### src/pfsv_defs.svh
// Constants for the priority field security view block.
`ifndef PFSV_DEFS_SVH
`define PFSV_DEFS_SVH
`define PFSV_NUM_IRQ        32
`define PFSV_IDX_W          5
`define PFSV_PRIO_W         8
`define PFSV_PRIO_TOP       7
`define PFSV_PRIO_RESET     8'h00
`define PFSV_MASK_8BIT      8'hFF
`define PFSV_MASK_7BIT      8'hFE
`define PFSV_MASK_6BIT      8'hFC
`define PFSV_MASK_5BIT      8'hF8
`define PFSV_IDLE_PRIO      8'hFF
`endif

### src/pfsv_pkg.sv
// Types shared by the priority field security view block.
`default_nettype none
package pfsv_pkg;
  typedef enum logic [1:0] {
    PFSV_GRP0,
    PFSV_GRP1_SEC,
    PFSV_GRP1_NS
  } pfsv_group_t;
  typedef enum logic [1:0] {
    PFSV_BITS8,
    PFSV_BITS7,
    PFSV_BITS6,
    PFSV_BITS5
  } pfsv_impl_t;
endpackage : pfsv_pkg
`default_nettype wire

### src/pfsv_prio_mem.sv
// Priority field storage with a registered read port.
`timescale 1ns/1ps
`default_nettype none
`include "pfsv_defs.svh"
module pfsv_prio_mem (
  input  wire logic                       mclk,
  input  wire logic                       reset_n,
  input  wire logic                       wr_en,
  input  wire logic [`PFSV_IDX_W-1:0]     wr_idx,
  input  wire logic [`PFSV_PRIO_W-1:0]    wr_data,
  input  wire logic [`PFSV_IDX_W-1:0]     rd_idx,
  output logic      [`PFSV_PRIO_W-1:0]    rd_data,
  output logic      [`PFSV_NUM_IRQ*`PFSV_PRIO_W-1:0] all_prio
);
  logic [`PFSV_PRIO_W-1:0] mem_reg  [`PFSV_NUM_IRQ];
  logic [`PFSV_PRIO_W-1:0] mem_next [`PFSV_NUM_IRQ];
  logic [`PFSV_PRIO_W-1:0] rd_next;

  // Next contents: one field written per cycle.
  always_comb begin
    for (int i = 0; i < `PFSV_NUM_IRQ; i++) begin
      mem_next[i] = (wr_en && wr_idx == i[`PFSV_IDX_W-1:0]) ? wr_data : mem_reg[i];
      all_prio[i*`PFSV_PRIO_W +: `PFSV_PRIO_W] = mem_reg[i];
    end
    rd_next = mem_reg[rd_idx];
  end

  // Register storage and read data.
  always_ff @(posedge mclk) begin
    if (!reset_n) begin
      for (int i = 0; i < `PFSV_NUM_IRQ; i++) begin
        mem_reg[i] <= `PFSV_PRIO_RESET;
      end
      rd_data <= `PFSV_PRIO_RESET;
    end else begin
      for (int i = 0; i < `PFSV_NUM_IRQ; i++) begin
        mem_reg[i] <= mem_next[i];
      end
      rd_data <= rd_next;
    end
  end
endmodule : pfsv_prio_mem
`default_nettype wire

### src/pfsv_top.sv
// Priority field views for Secure and Non-secure accesses, arbitration and virtual signalling.
`timescale 1ns/1ps
`default_nettype none
`include "pfsv_defs.svh"

// Notes on behaviour
// - While the priority mask has bit 7 clear, Non-secure reads of priority fields return zero and writes are dropped.
// - While the running priority has bit 7 clear, Non-secure reads of priority fields return zero.
// - With eight bits implemented, Secure reads show 0 to 255 and Non-secure reads show even values up to 254.
// - With seven bits, Secure reads show even values and Non-secure reads show multiples of four up to 252.
// - With six bits reads step by four and eight; with five bits by eight to 248 and sixteen to 240.
// - Group 0 and Secure Group 1 priorities are never shown to Non-secure accesses.
// - A priority rewrite of a pending enabled interrupt neither loses it nor delivers it twice.
// - A priority update reaches arbitration within a bounded time after the write.
// - Writing all ones and reading back returns only the implemented bits.
// - Virtual Group 0 interrupts are signalled on the virtual fast interrupt line.
// - Virtual Group 1 interrupts are signalled on the virtual normal interrupt line.
// - A Non-secure write to a Non-secure Group 1 field is shifted right by one with bit 7 forced to one.
// - Unimplemented low bits of every priority field read as zero and drop written values.
module pfsv_top (
  input  wire logic                       mclk,
  input  wire logic                       reset_n,
  input  wire pfsv_pkg::pfsv_impl_t       impl_bits,
  input  wire logic [`PFSV_PRIO_W-1:0]    cpu_priority_mask,
  input  wire logic [`PFSV_PRIO_W-1:0]    cpu_running_priority,
  input  wire logic                       acc_valid,
  input  wire logic                       acc_write,
  input  wire logic                       acc_nonsecure,
  input  wire logic [`PFSV_IDX_W-1:0]     acc_idx,
  input  wire logic [`PFSV_PRIO_W-1:0]    acc_wdata,
  output logic                            acc_rvalid,
  output logic      [`PFSV_PRIO_W-1:0]    acc_rdata,
  input  wire logic [`PFSV_NUM_IRQ-1:0]   irq_group0,
  input  wire logic [`PFSV_NUM_IRQ-1:0]   irq_ns_group1,
  input  wire logic [`PFSV_NUM_IRQ-1:0]   irq_enable,
  input  wire logic [`PFSV_NUM_IRQ-1:0]   irq_pending,
  output logic                            hp_valid,
  output logic      [`PFSV_IDX_W-1:0]     hp_idx,
  output logic      [`PFSV_PRIO_W-1:0]    hp_prio,
  input  wire logic                       virq_group0_pend,
  input  wire logic                       virq_group1_pend,
  output logic                            virt_fiq,
  output logic                            virt_irq
);
  import pfsv_pkg::*;

  // ------------------------------------------------------------
  // Helper functions
  // ------------------------------------------------------------

  // Mask of implemented priority bits for the configured width.
  function automatic logic [`PFSV_PRIO_W-1:0] impl_mask(input pfsv_impl_t b);
    unique case (b)
      PFSV_BITS8: impl_mask = `PFSV_MASK_8BIT;
      PFSV_BITS7: impl_mask = `PFSV_MASK_7BIT;
      PFSV_BITS6: impl_mask = `PFSV_MASK_6BIT;
      PFSV_BITS5: impl_mask = `PFSV_MASK_5BIT;
    endcase
  endfunction : impl_mask

  // Group of an interrupt from its two group inputs.
  function automatic pfsv_group_t irq_group(input logic g0, input logic ns1);
    if (g0) begin
      irq_group = PFSV_GRP0;
    end else if (ns1) begin
      irq_group = PFSV_GRP1_NS;
    end else begin
      irq_group = PFSV_GRP1_SEC;
    end
  endfunction : irq_group

  // ------------------------------------------------------------
  // Access decode
  // ------------------------------------------------------------
  logic [`PFSV_PRIO_W-1:0] mask;
  pfsv_group_t             acc_grp;
  logic                    ns_hidden_wr;
  logic                    ns_hidden_rd;
  logic                    mem_wr_en;
  logic [`PFSV_PRIO_W-1:0] mem_wdata;
  logic [`PFSV_PRIO_W-1:0] mem_rdata;
  logic [`PFSV_NUM_IRQ*`PFSV_PRIO_W-1:0] all_prio;

  // Write gating and translation of the written value.
  always_comb begin
    mask    = impl_mask(impl_bits);
    acc_grp = irq_group(irq_group0[acc_idx], irq_ns_group1[acc_idx]);
    // Non-secure writes are dropped on a Secure-half mask or a Secure-owned field.
    ns_hidden_wr = !cpu_priority_mask[`PFSV_PRIO_TOP]
                   || acc_grp != PFSV_GRP1_NS;
    mem_wr_en = acc_valid && acc_write && !(acc_nonsecure && ns_hidden_wr);
    if (acc_nonsecure) begin
      mem_wdata = {1'b1, acc_wdata[`PFSV_PRIO_W-1:1]} & mask;
    end else begin
      mem_wdata = acc_wdata & mask;
    end
  end

  pfsv_prio_mem u_mem (
    .mclk     (mclk),
    .reset_n  (reset_n),
    .wr_en    (mem_wr_en),
    .wr_idx   (acc_idx),
    .wr_data  (mem_wdata),
    .rd_idx   (acc_idx),
    .rd_data  (mem_rdata),
    .all_prio (all_prio)
  );

  // ------------------------------------------------------------
  // Read view
  // ------------------------------------------------------------
  logic                    rd_pend_reg;
  logic                    rd_pend_next;
  logic                    rd_ns_reg;
  logic                    rd_ns_next;
  logic                    rd_hide_reg;
  logic                    rd_hide_next;
  logic                    rvalid_reg;
  logic                    rvalid_next;
  logic [`PFSV_PRIO_W-1:0] rdata_reg;
  logic [`PFSV_PRIO_W-1:0] rdata_next;

  // Capture the read request, then present the view one cycle after memory data.
  always_comb begin
    ns_hidden_rd = !cpu_priority_mask[`PFSV_PRIO_TOP]
                   || !cpu_running_priority[`PFSV_PRIO_TOP]
                   || acc_grp != PFSV_GRP1_NS;
    rd_pend_next = acc_valid && !acc_write;
    rd_ns_next   = acc_nonsecure;
    rd_hide_next = acc_nonsecure && ns_hidden_rd;
    rvalid_next  = rd_pend_reg;
    rdata_next   = rdata_reg;
    if (rd_pend_reg) begin
      if (rd_hide_reg) begin
        rdata_next = '0;
      end else if (rd_ns_reg) begin
        rdata_next = {mem_rdata[`PFSV_PRIO_W-2:0], 1'b0};
      end else begin
        rdata_next = mem_rdata;
      end
    end
  end

  always_ff @(posedge mclk) begin
    if (!reset_n) begin
      rd_pend_reg <= 1'b0;
      rd_ns_reg   <= 1'b0;
      rd_hide_reg <= 1'b0;
      rvalid_reg  <= 1'b0;
      rdata_reg   <= `PFSV_PRIO_RESET;
    end else begin
      rd_pend_reg <= rd_pend_next;
      rd_ns_reg   <= rd_ns_next;
      rd_hide_reg <= rd_hide_next;
      rvalid_reg  <= rvalid_next;
      rdata_reg   <= rdata_next;
    end
  end

  assign acc_rvalid = rvalid_reg;
  assign acc_rdata  = rdata_reg;

  // ------------------------------------------------------------
  // Arbitration
  // ------------------------------------------------------------
  logic                    hp_valid_reg;
  logic                    hp_valid_next;
  logic [`PFSV_IDX_W-1:0]  hp_idx_reg;
  logic [`PFSV_IDX_W-1:0]  hp_idx_next;
  logic [`PFSV_PRIO_W-1:0] hp_prio_reg;
  logic [`PFSV_PRIO_W-1:0] hp_prio_next;

  // Pick the lowest priority value among enabled pending interrupts from stored fields.
  // Pending state is never touched here, so a rewrite cannot drop or repeat an interrupt.
  always_comb begin
    logic [`PFSV_PRIO_W-1:0] p;
    p             = '0;
    hp_valid_next = 1'b0;
    hp_idx_next   = '0;
    hp_prio_next  = `PFSV_IDLE_PRIO;
    for (int i = 0; i < `PFSV_NUM_IRQ; i++) begin
      p = all_prio[i*`PFSV_PRIO_W +: `PFSV_PRIO_W];
      if (irq_enable[i] && irq_pending[i] && (!hp_valid_next || p < hp_prio_next)) begin
        hp_valid_next = 1'b1;
        hp_idx_next   = i[`PFSV_IDX_W-1:0];
        hp_prio_next  = p;
      end
    end
  end

  // Result registered every cycle: new priority counts two edges after the write.
  always_ff @(posedge mclk) begin
    if (!reset_n) begin
      hp_valid_reg <= 1'b0;
      hp_idx_reg   <= '0;
      hp_prio_reg  <= `PFSV_IDLE_PRIO;
    end else begin
      hp_valid_reg <= hp_valid_next;
      hp_idx_reg   <= hp_idx_next;
      hp_prio_reg  <= hp_prio_next;
    end
  end

  assign hp_valid = hp_valid_reg;
  assign hp_idx   = hp_idx_reg;
  assign hp_prio  = hp_prio_reg;

  // ------------------------------------------------------------
  // Virtual interrupt lines
  // ------------------------------------------------------------
  logic vfiq_reg;
  logic vfiq_next;
  logic virq_reg;
  logic virq_next;

  // Group 0 goes to the fast line, Group 1 to the normal line.
  always_comb begin
    vfiq_next = virq_group0_pend;
    virq_next = virq_group1_pend;
  end

  always_ff @(posedge mclk) begin
    if (!reset_n) begin
      vfiq_reg <= 1'b0;
      virq_reg <= 1'b0;
    end else begin
      vfiq_reg <= vfiq_next;
      virq_reg <= virq_next;
    end
  end

  assign virt_fiq = vfiq_reg;
  assign virt_irq = virq_reg;
endmodule : pfsv_top
`default_nettype wire

### config.mk
export PLATFORM = sky130hd
export DESIGN_NAME = pfsv_top
export DESIGN_NICKNAME = d
export VERILOG_FILES = /design/src/pfsv_pkg.sv /design/src/pfsv_prio_mem.sv /design/src/pfsv_top.sv
export VERILOG_INCLUDE_DIRS = /design/src
export SDC_FILE = /design/constraint.sdc
export NUM_CORES = 1
export LEC_CHECK = 0
export BUFFER_PORTS_ARGS = -buffer_cell sky130_fd_sc_hd__buf_2
export CAP_MARGIN = 20
export CORE_MARGIN = 2
export CORE_UTILIZATION = 40
export DETAILED_ROUTE_END_ITERATION = 8
export HOLD_SLACK_MARGIN = 0.1
export PLACE_DENSITY_LB_ADDON = 0.12
export SYNTH_ARGS = -nofsm -noshare
export SYNTH_HDL_FRONTEND = slang
export SYNTH_SLANG_ARGS = --single-unit
### constraint.sdc
create_clock -name mclk -period 86.5 [get_ports mclk]
set_input_delay 8.65 -clock mclk [delete_from_list [all_inputs] [get_ports mclk]]
set_output_delay 8.65 -clock mclk [all_outputs]
set_load 0.02 [all_outputs]
==> run summary <==
hold_sp: acc_rdata[7]$_SDFFE_PN0P_
maximum number of pins on one net before global-route repair: 125
ys flop type: dfxtp_1
final hold vios: 0
Crit Path Class: in -> reg
Gate power share: 0.508
Die Span X: 254 µm
CP max stage cell: a2111oi_2
commonest non-fill, non-tap cell in the layout: nor2_1
clk buf depth: 3
commonest cells after routing, fill and taps aside: 557 x nor2_1, 292 x dfxtp_1, 236 x a21oi_1, 222 x nand2_1, 211 x inv_1
DR vias: 23900
vias in the first global route: 23000
crit path max fanout: 22
Synth Area in Simple Gates: 0.191
initial antenna violation count: 3
CTS root buf: clkbuf_16
Area Growth Syn to Fin: 11.1%
Hold Buf Count CTS: 0
R2R setup slack: 15.31 ns
Die ar.: 64700 µm²
H-tree Lvls: 2
core area: 61800 µm²
Leakage: 11.7 nW
Hold Path Class: reg -> reg
largest family of logic cells by synthesized area: compound AO/OA/AOI/OAI gates
Rows: 91
ys async rst share: 0
launching point of the worst reg2reg path: u_mem.mem_reg[0][7]$_SDFFE_PN0P_
hold-critical path endpoint: acc_rdata[7]$_SDFFE_PN0P_
Post-DRT Antenna Nets: 0
final std cells w/o fill: 4065
post-synthesis cell area: 25100 µm²
Yosys warning total: 0
Peak Freq: 12.6 MHz
sequential share of the synthesized area: 0.233
Sequential Power Share: 0.225
DRT iter0 DRCs: 1865
cts repair resizes: 0
Die H: 254 µm
Initial Utilization: 0.406
required time of the worst setup path: 86.82 ns
nets@finish: 3526
routability cong.: 0.922
reg-to-reg critical path endpoint: hp_idx[4]$_SDFF_PN0_
Critical Path End Type: flip-flop
grt ovf: 0
# clock sinks: 292
switching part of the total: 0.430
IO Count: 191
Max-Cap Viols: 0
Yosys reg bits: 292
Clock transition at path regs: 0.06 ns
Syn Area/Cell: 7.99 µm²
Internal Power: 0.000354 W
Clk pwr share: 0.267
Syn Nets: 3468
Arr. time, crit path: 79.58 ns
CTS tree: built
Final period util: 0.916
Mapped Cells: 3142
Port Buffers: 176
unrepaired setup endpoints after global routing: no
pwr/cell area: 22.3 nW/µm²
area fraction in compound gates after synthesis: 0.245
routed len/inst: 21.3 µm
first-pass GRT wire length: 134000 µm
clock skew: 0.0178 ns
Tot GR Track Use: 0.263
post-route setup TNS: 0 ns
Skew-Pair Late Insertion Delay: 0.56 ns
endpoints failing setup: 0
Hold Crit Depth: 2
Final Max Slew Viols: 0
CTS buffer count: 38
Final Critical Period: 79.26 ns
post-synth cell types: 125
layout cell share with drive strength beyond 1: 0.152
cells on worst reg2reg path: 313
adder-cell share of the synthesized area: 0.0891
drc violations: 0
placed cell count: 3992
DRT Pass-1 Iters: 5
most frequent CP cell: a21o_1
max FFs per register: 256
worst slew pin tran: 1.07 ns
Synth Area in XOR/XNOR: 0.00244
peak supply drop: 0.0268 mV
final wirelength: 86400 µm
DP HPWL: 65300 µm
Hold WS: 0.492 ns
drt via density: 5.88
Worst setup SP type: primary input
Psw: 0.000267 W
multiplexer share of the synthesized area: 0.178
Post-synth EDFFs: 0
Max stage delay on crit path: 0.80 ns
post-CTS setup-driven buffer insertion count: 0
Slew Limit Headroom: 0.282
# diodes: 0
outcome: finished, final reports clean
-- final cells by class --
| class | instances | area [µm²] |
|---|---|---|
| Clock buffer | 54 | 1100 |
| Clock inverter | 14 | 180 |
| Fill cell | 6113 | 34000 |
| Inverter | 212 | 803 |
| Multi-Input combinational cell | 2451 | 17800 |
| Sequential cell | 292 | 5850 |
| Tap cell | 837 | 1050 |
| Timing Repair Buffer | 205 | 1120 |
-- Yosys cell counts (18+ instances only) --
cell type / instances / area, µm²
nand2_1: 222 / 833
inv_1: 212 / 796
ha_1: 160 / 2000
nor3_1: 35 / 175
and2_1: 26 / 163
o21ai_0: 101 / 505
o211ai_1: 28 / 210
mux2_2: 34 / 383
o22ai_1: 25 / 156
mux2i_1: 200 / 2000
mux4_2: 85 / 1910
nand2b_1: 19 / 119
a21boi_0: 18 / 135
and3_1: 20 / 125
a21oi_1: 237 / 1190
a21o_1: 56 / 420
o32ai_1: 18 / 158
clkbuf_1: 153 / 574
dfxtp_1: 292 / 5850
nand3_1: 54 / 270
a211oi_1: 116 / 871
nor2b_1: 21 / 131
nand4_1: 41 / 257
maj3_1: 21 / 210
nor2_1: 559 / 2100
-- per-layer routing --
metal	vias to the layer above	global-route usage	wire, µm
met3	109	0.0310	4350
li1	11600	-	-
met1	11600	0.353	39300
met5	-	0	38
met4	6	0.0691	1980
met2	612	0.447	40700
-- kinds of logic after synthesis --
group	count (synthesis)
AND/OR/NAND/NOR	1074
adder cells (fa/ha/maj)	183
flip-flops	292
multiplexers	331
AO/OA/AOI/OAI	856
buffers and inverters	399
XOR/XNOR	7
-- through the flow --
step / instance area, µm² / power [W] / setup WS (ns) / util
CTS: 27800 / 0.000622 / 7.59 / 0.450
global placement: 26500 / 0.000449 / 8.19 / 0.429
detailed placement: 26600 / 0.000454 / 7.31 / 0.430
global route: 27900 / 0.000662 / 1.74 / 0.451
finish: 27900 / 0.000621 / 7.24 / 0.451
floorplan: 25100 / 0.000378 / 18.20 / -
-- worst max-delay path by stage --
stage / slack [ns] / endpoint / from
global placement: 8.19 / hp_idx[4]$_SDFF_PN0_ / irq_enable[0]
finish: 7.24 / hp_idx[4]$_SDFF_PN0_ / irq_enable[0]
floorplan: 18.20 / hp_prio[5]$_SDFF_PN1_ / irq_enable[0]
CTS: 7.59 / hp_idx[4]$_SDFF_PN0_ / irq_enable[0]
global route: 1.74 / hp_prio[1]$_SDFF_PN1_ / irq_enable[0]
detailed placement: 7.31 / hp_idx[4]$_SDFF_PN0_ / irq_enable[0]
-- worst max-delay path, delay by kind of cell --
family	cells	cell delay, ns
adder cells (fa/ha/maj)	31	8.64
AO/OA/AOI/OAI	160	37.65
multiplexers	15	4.90
AND/OR/NAND/NOR	77	15.95
buffers and inverters	32	3.70
-- power groups by stage --
stage          registers (W)  logic [W]  clock network (W)
2_1_floorplan       0.000146   0.000232                  0
3_3_place_gp        0.000143   0.000306                  0
3_5_place_dp        0.000143   0.000311                  0
4_1_cts             0.000140   0.000313           0.000169
5_1_grt             0.000140   0.000348           0.000175
6_report            0.000140   0.000316           0.000166
Power figures use the tool's default switching activity.
